[config.mk]
export PLATFORM = sky130hd
export DESIGN_NAME = sfc_front
export DESIGN_NICKNAME = d
export VERILOG_FILES = /design/src/core/sfc_pkg.sv /design/src/core/sfc_pin_sync.sv /design/src/core/sfc_op_decode.sv /design/src/core/sfc_front.sv
export SDC_FILE = /design/constraint.sdc
export NUM_CORES = 1
export LEC_CHECK = 0
export BUFFER_PORTS_ARGS = -buffer_cell sky130_fd_sc_hd__buf_4
export CAP_MARGIN = 20
export CORE_MARGIN = 2
export CORE_UTILIZATION = 44
export DETAILED_ROUTE_END_ITERATION = 10
export MAX_ROUTING_LAYER = met4
export SYNTH_ARGS = -nofsm -noshare
export SYNTH_HDL_FRONTEND = slang
export SYNTH_HIERARCHICAL = 1
export SYNTH_SLANG_ARGS = --single-unit
[constraint.sdc]
create_clock -name clk -period 3.2 [get_ports clk]
set_input_delay 0.64 -clock clk [delete_from_list [all_inputs] [get_ports clk]]
set_output_delay 0.64 -clock clk [all_outputs]
set_load 0.01 [all_outputs]
[src/core/sfc_pkg.sv]
// constants, opcodes, formats and states for the serial flash front end
// assumes a 20 MHz system clock that samples the serial pins
//
// Notes on behaviour
// - power-up or reset defaults to mode 3
// - data output stays tri-stated until driving data
// - instruction starts only after a select fall
// - each select fall samples clock idle level
// - reset disables all operations and commands
// - no program or erase before 20 ms
// - after power-up the device sits in standby
// - page-and-byte opcodes: 3 x, 12 page, 9 byte
// - buffer opcodes: 15 x bits, 9 byte bits
// - dummy bytes: 4 for D2/E8, 1 for D4/D6
// - page-only opcodes; 7C keeps top page bits
// - page field 11..0, byte field 8..0
package sfc_pkg;
    // clock and timing
    localparam int unsigned CLK_HZ = 20_000_000;
    localparam int unsigned SEL_DELAY_US = 70;
    localparam int unsigned SEL_DELAY_CYC =
        (SEL_DELAY_US * (CLK_HZ / 1_000_000));
    localparam int unsigned WRITE_DELAY_MS = 20;
    localparam int unsigned WRITE_DELAY_CYC =
        WRITE_DELAY_MS * (CLK_HZ / 1000);
    // field layout of the three address bytes
    localparam int unsigned OPC_W = 8;
    localparam int unsigned ADDR_W = 24;
    localparam int unsigned PAGE_W = 12;
    localparam int unsigned BYTE_W = 9;
    localparam int unsigned PAGE_LSB = 9;
    localparam int unsigned PAGE_MSB = 20;
    localparam int unsigned PAGE3_LSB = 18;
    localparam logic [5:0] OPC_LAST = 6'h07;
    localparam logic [5:0] ADDR_LAST = 6'h17;
    // reset values
    localparam logic MODE3_RST = 1'b1;
    // opcodes carrying page and byte fields
    localparam logic [7:0] OP_PB_A = 8'h82;
    localparam logic [7:0] OP_PB_B = 8'h85;
    localparam logic [7:0] OP_PB_RD4 = 8'hD2;
    localparam logic [7:0] OP_PB_RD4B = 8'hE8;
    // buffer-only opcodes
    localparam logic [7:0] OP_BF_W1 = 8'h84;
    localparam logic [7:0] OP_BF_W2 = 8'h87;
    localparam logic [7:0] OP_BF_R1 = 8'hD1;
    localparam logic [7:0] OP_BF_R2 = 8'hD3;
    localparam logic [7:0] OP_BF_RD1 = 8'hD4;
    localparam logic [7:0] OP_BF_RD1B = 8'hD6;
    // page-only opcodes
    localparam logic [7:0] OP_PG_A = 8'h81;
    localparam logic [7:0] OP_PG_B = 8'h83;
    localparam logic [7:0] OP_PG_C = 8'h86;
    localparam logic [7:0] OP_PG_D = 8'h88;
    localparam logic [7:0] OP_PG_E = 8'h89;
    localparam logic [7:0] OP_PG3 = 8'h7C;
    // dummy byte counts
    localparam logic [2:0] DUMMY_FOUR = 3'h4;
    localparam logic [2:0] DUMMY_ONE = 3'h1;
    localparam logic [2:0] DUMMY_NONE = 3'h0;
    // address format of an opcode
    typedef enum logic [2:0] {
        FMT_NONE, FMT_PAGE_BYTE, FMT_BUF, FMT_PAGE, FMT_PAGE3
    } sfc_fmt_t;
    // frame states
    typedef enum logic [2:0] {
        ST_IDLE, ST_OPC, ST_ADDR, ST_DUMMY, ST_DATA, ST_SKIP
    } sfc_state_t;
endpackage : sfc_pkg

[src/core/sfc_pin_sync.sv]
// three-flop synchroniser with agreement filter for one pin
// assumes the pin is asynchronous to clk
`timescale 1ns/1ps
module sfc_pin_sync #(
    parameter logic RST_VAL = 1'b1
) (
    input wire logic clk,
    input wire logic rst,
    input wire logic pin,
    output logic lvl,
    output logic rise,
    output logic fall
);
    logic s1; // first stage, read by s2 only
    logic s2;
    logic s3;
    // sampling chain and filtered level
    always_ff @(posedge clk or posedge rst) begin
        if (rst) begin
            s1 <= RST_VAL;
            s2 <= RST_VAL;
            s3 <= RST_VAL;
            lvl <= RST_VAL;
        end else begin
            s1 <= pin;
            s2 <= s1;
            s3 <= s2;
            if (s2 == s3) begin
                lvl <= s3;
            end
        end
    end
    // edges seen in the cycle the level flips
    assign rise = (s2 == s3) && s3 && !lvl;
    assign fall = (s2 == s3) && !s3 && lvl;
endmodule : sfc_pin_sync

[src/core/sfc_op_decode.sv]
// opcode classifier: address format, dummy bytes, read and write kind
// assumes a complete opcode byte at its input
`timescale 1ns/1ps
module sfc_op_decode
    import sfc_pkg::*;
(
    input wire logic [7:0] opc,
    output sfc_pkg::sfc_fmt_t fmt,
    output logic [2:0] dummies,
    output logic is_read,
    output logic is_write
);
    // address format per opcode
    function automatic sfc_fmt_t fmt_of(input logic [7:0] o);
        case (o)
            OP_PB_A, OP_PB_B, OP_PB_RD4, OP_PB_RD4B: fmt_of = FMT_PAGE_BYTE;
            OP_BF_W1, OP_BF_W2, OP_BF_R1, OP_BF_R2,
            OP_BF_RD1, OP_BF_RD1B: fmt_of = FMT_BUF;
            OP_PG_A, OP_PG_B, OP_PG_C, OP_PG_D, OP_PG_E: fmt_of = FMT_PAGE;
            OP_PG3: fmt_of = FMT_PAGE3;
            default: fmt_of = FMT_NONE;
        endcase
    endfunction : fmt_of
    assign fmt = fmt_of(opc);
    // extra don't-care bytes before returned data
    assign dummies = (opc == OP_PB_RD4 || opc == OP_PB_RD4B) ? DUMMY_FOUR :
                     (opc == OP_BF_RD1 || opc == OP_BF_RD1B) ? DUMMY_ONE :
                     DUMMY_NONE;
    // opcodes that return data
    assign is_read = (opc == OP_PB_RD4) || (opc == OP_PB_RD4B) ||
                     (opc == OP_BF_RD1) || (opc == OP_BF_RD1B) ||
                     (opc == OP_BF_R1) || (opc == OP_BF_R2);
    // opcodes that program or erase the array
    assign is_write = (opc == OP_PB_A) || (opc == OP_PB_B) ||
                      (opc == OP_PG_B) || (opc == OP_PG_C) ||
                      (opc == OP_PG_D) || (opc == OP_PG_E) ||
                      (opc == OP_PG_A) || (opc == OP_PG3);
endmodule : sfc_op_decode

[src/core/sfc_front.sv]
// serial flash front end: power-up state, mode detect, opcode and
// address framing, dummy bytes and read data shifting
// assumes rst is the power-on reset and pins are asynchronous
`timescale 1ns/1ps
module sfc_front
    import sfc_pkg::*;
#(
    parameter int unsigned WRITE_DELAY_CYCLES = sfc_pkg::WRITE_DELAY_CYC
) (
    input wire logic clk,
    input wire logic rst,
    input wire logic cs_n_pin,
    input wire logic sck_pin,
    input wire logic si_pin,
    input wire logic [7:0] rd_byte,
    output logic rd_take,
    output logic so_out,
    output logic so_oe_n,
    output logic cmd_valid,
    output logic [7:0] cmd_opcode,
    output logic [sfc_pkg::PAGE_W-1:0] cmd_page,
    output logic [sfc_pkg::BYTE_W-1:0] cmd_byte,
    output logic cmd_write,
    output logic spi_mode3,
    output logic write_ready,
    output logic standby
);
    import sfc_pkg::*;
    localparam int WR_W = $clog2(WRITE_DELAY_CYCLES + 1);

    // synchronised pins
    logic cs_lvl, cs_rise, cs_fall;
    logic sck_lvl, sck_rise, sck_fall;
    logic si_lvl;

    // frame state
    sfc_state_t state; // current frame state
    sfc_state_t next_state; // state for the next cycle
    logic [5:0] bit_cnt; // bits in the current phase
    logic [7:0] opc_sh; // opcode shifter
    logic [ADDR_W-1:0] adr_sh; // address shifter
    logic [5:0] dummy_last; // last dummy bit index
    logic [7:0] tx_sh; // read data shifter
    logic [2:0] tx_cnt; // bit slot of read data
    logic [WR_W-1:0] wr_cnt; // power-up write delay counter

    // decoder outputs
    sfc_fmt_t fmt;
    logic [2:0] dummies;
    logic is_read, is_write;

    sfc_pin_sync #(.RST_VAL(1'b1)) u_cs (
        .clk(clk), .rst(rst), .pin(cs_n_pin),
        .lvl(cs_lvl), .rise(cs_rise), .fall(cs_fall)
    );
    sfc_pin_sync #(.RST_VAL(1'b1)) u_sck (
        .clk(clk), .rst(rst), .pin(sck_pin),
        .lvl(sck_lvl), .rise(sck_rise), .fall(sck_fall)
    );
    sfc_pin_sync #(.RST_VAL(1'b0)) u_si (
        .clk(clk), .rst(rst), .pin(si_pin),
        .lvl(si_lvl), .rise(), .fall()
    );

    // shift values, msb first
    wire [7:0] opc_next = {opc_sh[6:0], si_lvl};
    wire [ADDR_W-1:0] addr_next = {adr_sh[ADDR_W-2:0], si_lvl};
    // decode the opcode as it completes, then hold it
    wire [7:0] dec_opc = (state == ST_OPC) ? opc_next : opc_sh;

    sfc_op_decode u_dec (
        .opc(dec_opc),
        .fmt(fmt),
        .dummies(dummies),
        .is_read(is_read),
        .is_write(is_write)
    );

    // phase completion strobes
    wire opc_done = (state == ST_OPC) && sck_rise && (bit_cnt == OPC_LAST);
    wire addr_done = (state == ST_ADDR) && sck_rise &&
                     (bit_cnt == ADDR_LAST);
    wire dummy_done = (state == ST_DUMMY) && sck_rise &&
                      (bit_cnt == dummy_last);
    // program or erase refused during power-up delay
    wire wr_block = is_write && !write_ready;
    wire no_addr = (fmt == FMT_NONE);
    wire issue = (opc_done && no_addr) || (addr_done && !wr_block);
    wire [5:0] next_dummy_last = 6'({dummies, 3'h0} - 6'h01);

    // field split of the completed address
    wire [PAGE_W-1:0] f_page = addr_next[PAGE_MSB:PAGE_LSB];
    wire [BYTE_W-1:0] f_byte = addr_next[BYTE_W-1:0];
    wire [PAGE_W-1:0] f_page3 =
        {addr_next[PAGE_MSB:PAGE3_LSB], 9'h000};
    wire [PAGE_W-1:0] next_page =
        (fmt == FMT_PAGE_BYTE || fmt == FMT_PAGE) ? f_page :
        (fmt == FMT_PAGE3) ? f_page3 : 12'h000;
    wire [BYTE_W-1:0] next_byte =
        (fmt == FMT_PAGE_BYTE || fmt == FMT_BUF) ? f_byte :
        9'h000;

    // frame sequencing
    always_comb begin
        next_state = state;
        case (state)
            ST_IDLE: begin
                if (cs_fall) begin
                    next_state = ST_OPC;
                end
            end
            ST_OPC: begin
                if (opc_done) begin
                    next_state = no_addr ? ST_SKIP : ST_ADDR;
                end
            end
            ST_ADDR: begin
                if (addr_done) begin
                    if (wr_block) begin
                        next_state = ST_SKIP;
                    end else if (dummies != DUMMY_NONE) begin
                        next_state = ST_DUMMY;
                    end else if (is_read) begin
                        next_state = ST_DATA;
                    end else begin
                        next_state = ST_SKIP;
                    end
                end
            end
            ST_DUMMY: begin
                if (dummy_done) begin
                    next_state = ST_DATA;
                end
            end
            ST_DATA: next_state = ST_DATA;
            ST_SKIP: next_state = ST_SKIP;
            default: next_state = ST_IDLE;
        endcase
        if (cs_rise) begin
            next_state = ST_IDLE;
        end
    end

    // state and bit counter
    always_ff @(posedge clk or posedge rst) begin
        if (rst) begin
            state <= ST_IDLE;
            bit_cnt <= 6'h00;
        end else begin
            state <= next_state;
            if (next_state != state) begin
                bit_cnt <= 6'h00;
            end else if (sck_rise) begin
                bit_cnt <= bit_cnt + 6'h01;
            end
        end
    end

    // input shifters, sampled on rising serial clock
    always_ff @(posedge clk or posedge rst) begin
        if (rst) begin
            opc_sh <= 8'h00;
            adr_sh <= 24'h000000;
            dummy_last <= 6'h00;
        end else if (sck_rise) begin
            if (state == ST_OPC) begin
                opc_sh <= opc_next;
            end
            if (state == ST_ADDR) begin
                adr_sh <= addr_next;
                dummy_last <= next_dummy_last;
            end
        end
    end

    // command presentation
    always_ff @(posedge clk or posedge rst) begin
        if (rst) begin
            cmd_valid <= 1'b0;
            cmd_opcode <= 8'h00;
            cmd_page <= 12'h000;
            cmd_byte <= 9'h000;
            cmd_write <= 1'b0;
        end else begin
            cmd_valid <= issue;
            if (issue) begin
                cmd_opcode <= dec_opc;
                cmd_page <= no_addr ? 12'h000 : next_page;
                cmd_byte <= no_addr ? 9'h000 : next_byte;
                cmd_write <= is_write;
            end
        end
    end

    // clock idle level picks the mode at each select fall
    always_ff @(posedge clk or posedge rst) begin
        if (rst) begin
            spi_mode3 <= MODE3_RST;
        end else if (state == ST_IDLE && cs_fall) begin
            spi_mode3 <= sck_lvl;
        end
    end

    // read data out, changed on falling serial clock
    always_ff @(posedge clk or posedge rst) begin
        if (rst) begin
            so_out <= 1'b0;
            so_oe_n <= 1'b1;
            tx_sh <= 8'h00;
            tx_cnt <= 3'h0;
            rd_take <= 1'b0;
        end else begin
            rd_take <= 1'b0;
            if (next_state != ST_DATA) begin
                so_oe_n <= 1'b1;
                tx_cnt <= 3'h0;
            end else if (state == ST_DATA && sck_fall) begin
                so_oe_n <= 1'b0;
                tx_cnt <= tx_cnt + 3'h1;
                if (tx_cnt == 3'h0) begin
                    so_out <= rd_byte[7];
                    tx_sh <= {rd_byte[6:0], 1'b0};
                    rd_take <= 1'b1;
                end else begin
                    so_out <= tx_sh[7];
                    tx_sh <= {tx_sh[6:0], 1'b0};
                end
            end
        end
    end

    // power-up write delay and standby flag
    always_ff @(posedge clk or posedge rst) begin
        if (rst) begin
            wr_cnt <= '0;
            write_ready <= 1'b0;
            standby <= 1'b1;
        end else begin
            standby <= (next_state == ST_IDLE);
            if (wr_cnt != WR_W'(WRITE_DELAY_CYCLES)) begin
                wr_cnt <= wr_cnt + WR_W'(1);
            end
            write_ready <= (wr_cnt == WR_W'(WRITE_DELAY_CYCLES));
        end
    end

    // checks
    mode_after_reset_a: assert property (
        @(posedge clk) disable iff (rst) $past(rst) |-> spi_mode3)
        else $error("mode 3 not set after reset");
    so_idle_hiz_a: assert property (
        @(posedge clk) disable iff (rst)
        (state == ST_IDLE || state == ST_OPC) |-> so_oe_n)
        else $error("output driven outside data phase");
    start_needs_fall_a: assert property (
        @(posedge clk) disable iff (rst)
        (state == ST_IDLE && !cs_fall) |=> state == ST_IDLE)
        else $error("frame started without select fall");
    mode_sample_a: assert property (
        @(posedge clk) disable iff (rst)
        (state == ST_IDLE && cs_fall) |=>
        spi_mode3 == $past(sck_lvl))
        else $error("mode not taken from clock idle level");
    reset_quiet_a: assert property (
        @(posedge clk) disable iff (rst)
        $past(rst) |-> standby && !cmd_valid && !rd_take)
        else $error("activity right after reset");
    write_block_a: assert property (
        @(posedge clk) disable iff (rst)
        (cmd_valid && cmd_write) |-> write_ready)
        else $error("write issued before power-up delay");
    write_delay_a: assert property (
        @(posedge clk) disable iff (rst)
        (wr_cnt < WR_W'(WRITE_DELAY_CYCLES)) |-> !write_ready)
        else $error("write allowed too early");
    standby_end_a: assert property (
        @(posedge clk) disable iff (rst)
        cs_rise |=> standby ##1 standby || cs_fall || !cs_lvl)
        else $error("no standby after deselect");
    page_field_a: assert property (
        @(posedge clk) disable iff (rst)
        (addr_done && fmt == FMT_PAGE_BYTE && !wr_block) |=>
        cmd_valid && cmd_page == $past(addr_next[20:9]) &&
        cmd_byte == $past(addr_next[8:0]))
        else $error("page and byte fields misplaced");
    buf_field_a: assert property (
        @(posedge clk) disable iff (rst)
        (addr_done && fmt == FMT_BUF) |=>
        cmd_page == 12'h000 && cmd_byte == $past(addr_next[8:0]))
        else $error("buffer byte field misplaced");
    dummy_count_a: assert property (
        @(posedge clk) disable iff (rst)
        (addr_done && dummies == DUMMY_ONE && !cs_rise) |=>
        state == ST_DUMMY && dummy_last == 6'h07)
        else $error("wrong dummy length");
    page_only_a: assert property (
        @(posedge clk) disable iff (rst)
        (addr_done && fmt == FMT_PAGE3 && !wr_block) |=>
        cmd_byte == 9'h000 && cmd_page[8:0] == 9'h000)
        else $error("page-only fields not cleared");
    read_cov_c: cover property (
        @(posedge clk) disable iff (rst) rd_take && !so_oe_n);
    mode0_cov_c: cover property (
        @(posedge clk) disable iff (rst) cmd_valid && !spi_mode3);
    block_cov_c: cover property (
        @(posedge clk) disable iff (rst) addr_done && wr_block);
endmodule : sfc_front

* Word level (Yosys, flattened, before mapping)
Index checks and enable logic that the tools add are counted.
** Cells by class
- Reductions and logical operators :: 53
- Eq/ne operators :: 35
- $lt $le $gt $ge :: 0
- Multipliers :: 0
- Shifts and indexed selects :: 0
- Divide/modulo/power cells :: 0
- $add $sub $neg :: 4
- Multiplexer cells :: 30
- Bitwise operators :: 1
** Operators with widths (number)
- equality test 8 bit (second input constant) :: 15
- 2-to-1 mux 12 bit :: 3
- 2-to-1 mux 3 bit :: 11
- adder 19 x 1 -> 19 bit (second input constant) :: 1
- equality test 19 bit (second input constant) :: 1
- logical AND 1 bit :: 19
- != test 19 bit (second input constant) :: 1
- 2-to-1 mux 9 bit :: 2
- case mux 3 bit (6 select lines) :: 1
- logical OR 1 bit :: 16
- 2-to-1 mux 8 bit :: 2
- equality test 3 x 2 -> 1 bit (second input constant) :: 4
- zero test 3 bit :: 4
- 2-to-1 mux 6 bit :: 2
- case mux 3 bit (4 select lines) :: 1
- equality test 3 bit (second input constant) :: 3
- equality test 8 x 7 -> 1 bit (second input constant) :: 1
- 2-to-1 mux 1 bit :: 8
- adder 6 x 1 -> 6 bit (second input constant) :: 1
- equality test 3 x 1 -> 1 bit (second input constant) :: 2
- equality test 6 x 3 -> 1 bit (second input constant) :: 1
- equality test 6 x 5 -> 1 bit (second input constant) :: 1
- equality test 6 bit :: 1
- zero test 1 bit :: 6
- other kinds (12) :: 16
** Storage, ports and cells
- Word-level logic and storage cells :: 154
- Bits in read-only memories :: 0
- Output and inout port bits :: 37
- Memories kept :: 0
- Bits in writable memories :: 0
- Register bits after elaboration :: 122
- Bits in latches :: 0
- Input bits :: 13

* Logic depth before layout (Yosys ltp)
- Word-level depth :: 18
- Mapped depth :: 18
- Depth with buffers taken out :: 15

* Modules after synthesis
Netlist, hierarchy kept.
** By module, submodules not included
- sfc_front :: seq. area each 2681.3 um^2, area an instance 4867.2 um^2, instances 1, cells each 455
- sfc_pin_sync at u_cs ... :: seq. area each 105.1 um^2, area an instance 168.9 um^2, instances 2, cells each 12
- sfc_op_decode :: seq. area each 0.0 um^2, area an instance 241.5 um^2, instances 1, cells each 32
- sfc_pin_sync at u_si :: seq. area each 100.1 um^2, area an instance 163.9 um^2, instances 1, cells each 12

* Least setup slack after synthesis
Ideal clock, no wire load.
- Path kind :: reg-to-reg
- Start point :: reg state[2]
- End point :: reg cmd_byte[0] (netlist name)
- Path slack :: -187 ps
- Setup time :: 136 ps
- Buffers on the path :: 5
- Stages on the path, launching flop included :: 16
- Period minus slack after synthesis :: 3387 ps
- Arrival time :: 3251 ps
- Data required time :: 3064 ps
- Path through :: dfrtp_1 > buf_2 > nor3b_1 > buf_2 > mux2i_1 > inv_1 > buf_6 > or4_4 > a21oi_4 > nand2b_1 > nor3_1 > nand3b_1 > a21o_1 > clkbuf_1 > clkbuf_1 > o21ai_0
** Between the ends
- Elaborated cells on any way between the ends :: 45
- Those cells by class :: 20 x eq/ne; 4 x mux; 21 x reduce/logical
** RTL lines
- start, declared :: RTL line sfc_front.sv:37 : sfc_state_t state;
- start signal, assigned :: RTL line sfc_front.sv:150 : state <= next_state;
- equality test 3 x 1 -> 1 bit * :: RTL line sfc_front.sv:69 : wire [7:0] dec_opc = (state == ST_OPC) ? opc_next : opc_sh;
- 2-to-1 mux 8 bit *
- net dec_opc[1] :: RTL line sfc_front.sv:69
- equality test 8 bit :: RTL line sfc_op_decode.sv:15 : case (o)
- OR reduction 6 bit (tied with other cells) :: RTL line sfc_op_decode.sv:15
- case mux 3 bit (4 select lines) * :: RTL line sfc_op_decode.sv:15
- net fmt[0] :: RTL line sfc_front.sv:48 : sfc_fmt_t fmt;
- equality test 3 x 1 -> 1 bit or equality test 3 x 2 -> 1 bit (tied branches) :: RTL line sfc_front.sv:100 : (fmt == FMT_PAGE_BYTE || fmt == FMT_BUF) ? f_byte :
- logical OR 1 bit :: RTL line sfc_front.sv:100
- 2-to-1 mux 9 bit :: RTL line sfc_front.sv:100
- 2-to-1 mux 9 bit :: RTL line sfc_front.sv:189 : cmd_byte <= no_addr ? 9'h000 : next_byte;
- end signal, assigned :: RTL line sfc_front.sv:189
- end, declared :: RTL line sfc_front.sv:22 : output logic [sfc_pkg::BYTE_W-1:0] cmd_byte,
The timed path passes the listed nets; every way through them passes the cells marked *.
A chain may end at the register's enable or synchronous reset.

* Worst setup path in the final report
- Start point :: reg state[2]
- End point :: reg so_oe_n
** Between the ends
- Elaborated cells on any way between the ends :: 65
- Those cells by class :: 22 x eq/ne; 15 x mux; 28 x reduce/logical
** RTL lines
- equality test 3 x 1 -> 1 bit * :: RTL line sfc_front.sv:69
- 2-to-1 mux 8 bit *
- net dec_opc[5] :: RTL line sfc_front.sv:69
- equality test 8 bit :: RTL line sfc_op_decode.sv:15
- OR reduction 6 bit (tied with other cells) :: RTL line sfc_op_decode.sv:15
- case mux 3 bit (4 select lines) * :: RTL line sfc_op_decode.sv:15
- net fmt[0] :: RTL line sfc_front.sv:48
- zero test 3 bit * :: RTL line sfc_front.sv:87 : wire no_addr = (fmt == FMT_NONE);
- 2-to-1 mux 3 bit * :: RTL line sfc_front.sv:114 : next_state = no_addr ? ST_SKIP : ST_ADDR;
- 2-to-1 mux 3 bit * :: RTL line sfc_front.sv:113 : if (opc_done) begin
- case mux 3 bit (6 select lines) * :: RTL line sfc_front.sv:106 : case (state)
- 2-to-1 mux 3 bit * :: RTL line sfc_front.sv:139 : if (cs_rise) begin
- != test 3 bit * :: RTL line sfc_front.sv:214 : if (next_state != ST_DATA) begin
- 2-to-1 mux 1 bit or nonzero test 2 bit (tied branches)
- end signal, assigned :: RTL line sfc_front.sv:208 : so_oe_n <= 1'b1;
- end signal, assigned :: RTL line sfc_front.sv:215 : so_oe_n <= 1'b1;
- end signal, assigned :: RTL line sfc_front.sv:218 : so_oe_n <= 1'b0;
- end, declared :: RTL line sfc_front.sv:18 : output logic so_oe_n,
Marks and branches as above.

==> run summary <==
Final-report max-slew violation count -> 0
Root buffer cell -> clkbuf_16
Vias per cell -> 5.07
Die width -> 117 um
Fin Hold WS -> 149 ps
WL final -> 11.8 mm
Maximum buffer depth of the clock tree -> 2
Power Internal -> 3.52 mW
Largest net degree at the start of global routing -> 52
Diode count -> 0
Finished Core Util -> 60.1%
Final setup vio count -> 11
CP Class -> reg2reg
DR WL/cell -> 14.6 um
Post-Syn Nets -> 545
R2R Path Start -> state[2]
DR vias -> 4,099
Post-route minimum period -> 3280 ps
Final WS setup -> -78.8 ps
Worst setup path startpoint -> state[2]
Worst min path class -> in2async
Tcrit/Tclk final -> 102%
Port bufs -> 49
Layout cells sized above 1 -> 38.0%
Clock network fraction of total power -> 42.0%
Clk Latency, worst-skew pair -> 410 ps
I/O pin count -> 50
Slew at the pin with the worst max-slew slack -> 936 ps
Sequential share of power -> 36.3%
First-pass DRT Iterations -> 4
Final Skew -> 12.1 ps
Initial antenna violation count -> 0
Crit end category -> flip-flop
CTS tree -> yes
Headroom to the max-slew limit -> 37.5%
Fin nets -> 649
Synth Instances -> 520
Post-Syn Area -> 5590 um^2
Power Density -> 647 nW/um^2
Total congestion overflow -> 0
Mean post-synth cell area -> 10.7 um^2
Max frequency -> 0.305 GHz
Die Area -> 13,600 um^2
Row count -> 41
Detail Route Antenna Nets -> 0
Synth warn -> 6
Syn-to-layout area delta -> 34.6%
H-tree depth -> 4
Max VDD drop -> 380 uV
Tot GR Track Use -> 19.2%
Fillers -> 1,086
Multi-input logic area -> 2680 um^2
Drt first-iter violations -> 142
Net Sw Frac -> 27.7%
WP data required -> 3540 ps
CTS buffer count -> 17
Vias in the first global route -> 4,038
Final Hold Fails -> 0
RSZ-0062 raised after global routing -> true
Sequential Area -> 2990 um^2
DP Wirelength -> 7.72 mm
Placer Congestion -> 0.896
Leak -> 3.48 nW
Crit path arrival time -> 3620 ps
Failing checks -> negative setup slack
Initial Utilization -> 44.6%
CTS clock-pin slew for the worst setup and hold paths -> 50 ps
Comb power frac -> 21.7%
Outcome -> finished with violations
Core region area -> 12,500 um^2
Post-route DRC violation count -> 0
Worst-path fanout max -> 8
Clk sink count -> 119
P_sw -> 1.35 mW
CP startpoint kind -> flip-flop
First-pass GRT wire length -> 19.5 mm
Max-cap violations -> 0
Die H -> 117 um
path summary, 6_finish.rpt:
check	cells past startpoint	endpoint	slack (ps)
min	2	u_si/s2	150
min reg2reg	0	u_si/s2	350
min in group clk	1	u_si/s1	340
max in group asynchronous	3	so_oe_n	2030
max	15	so_oe_n	-80
max reg2reg	15	so_oe_n	-80
power groups by stage:
stage	sequential, mW	combinational [mW]	clock, mW
floorplan	1.75	0.571	0
global placement	1.76	0.806	0
detailed placement	1.77	0.825	0
CTS	1.75	0.941	2.08
global route	1.79	1.14	2.14
finish	1.77	1.05	2.04
area by class of cell:
type                       instances  share of cell area [%]
sequential                       119                    39.8
clock inverter                    10                    2.25
timing repair buffer             111                    11.6
multi-input combinational        345                    35.7
inverter                          30                    1.55
clock buffer                      22                    6.31
tap                              172                    2.86
critical path, cell delays in order, from the launching register on:
cell	delay (ps)
dfrtp_1	390
nor3b_2	200
buf_6	210
mux2i_4	280
inv_2	80
nor4b_4	330
o31ai_2	110
a221o_1	340
buf_6	140
nand2b_4	70
nor3_4	50
o31a_2	320
nor3b_4	270
buf_6	150
nand3_4	90
a21o_1	170
repair_timing:
| item | 4_1_cts | 5_1_grt |
|---|---|---|
| pin swaps | 20 | 25 |
| hold buffers | 0 | 0 |
| setup endpoints to repair | 43 | 45 |
| resized for setup | 29 | 31 |
| setup buffers | 13 | 6 |
through the flow:
stage	std cells	area (um^2)	setup slack (ps)	power, mW	TNS [ps]
after floorplan	520	5660	-90.1	2.32	-446
after global placement	759	6430	-99.5	2.57	-683
after detailed placement	759	6430	-177	2.59	-2370
after CTS	804	7310	-16.1	4.77	-30.2
after global routing	809	7520	-217	5.07	-2900
final	809	7520	-78.8	4.86	-477
flip-flops by register name, indices dropped and copies added, names as in the netlist, 4 cells and up:
signal      flops
opc_sh          8
cmd_opcode      8
bit_cnt         6
wr_cnt         19
adr_sh         20
dummy_last      4
cmd_byte        9
cmd_page       12
tx_sh           7
layout by cell type, fill, tap and decap left out, types with 14 or more instances in the layout:
master,n
a21oi_1,14
inv_1,22
nor2_1,27
buf_4,104
nand2_1,70
mux2_2,23
o21ai_0,35
clkbuf_16,17
dfrtp_1,108
xnor2_1,18
per-layer routing:
| metal | vias to the layer above | part of all wire, % | track usage, % | wire length [um] |
|---|---|---|---|---|
| met5 | - | 0 | - | 0 |
| met4 | 0 | 2.2 | 7.29 | 263 |
| met3 | 23 | 2.3 | 5.09 | 275 |
| met2 | 50 | 50 | 29.7 | 5890 |
| met1 | 2044 | 46 | 24.3 | 5410 |
| li1 | 1982 | - | - | - |
(Power assumes the default switching activity.)
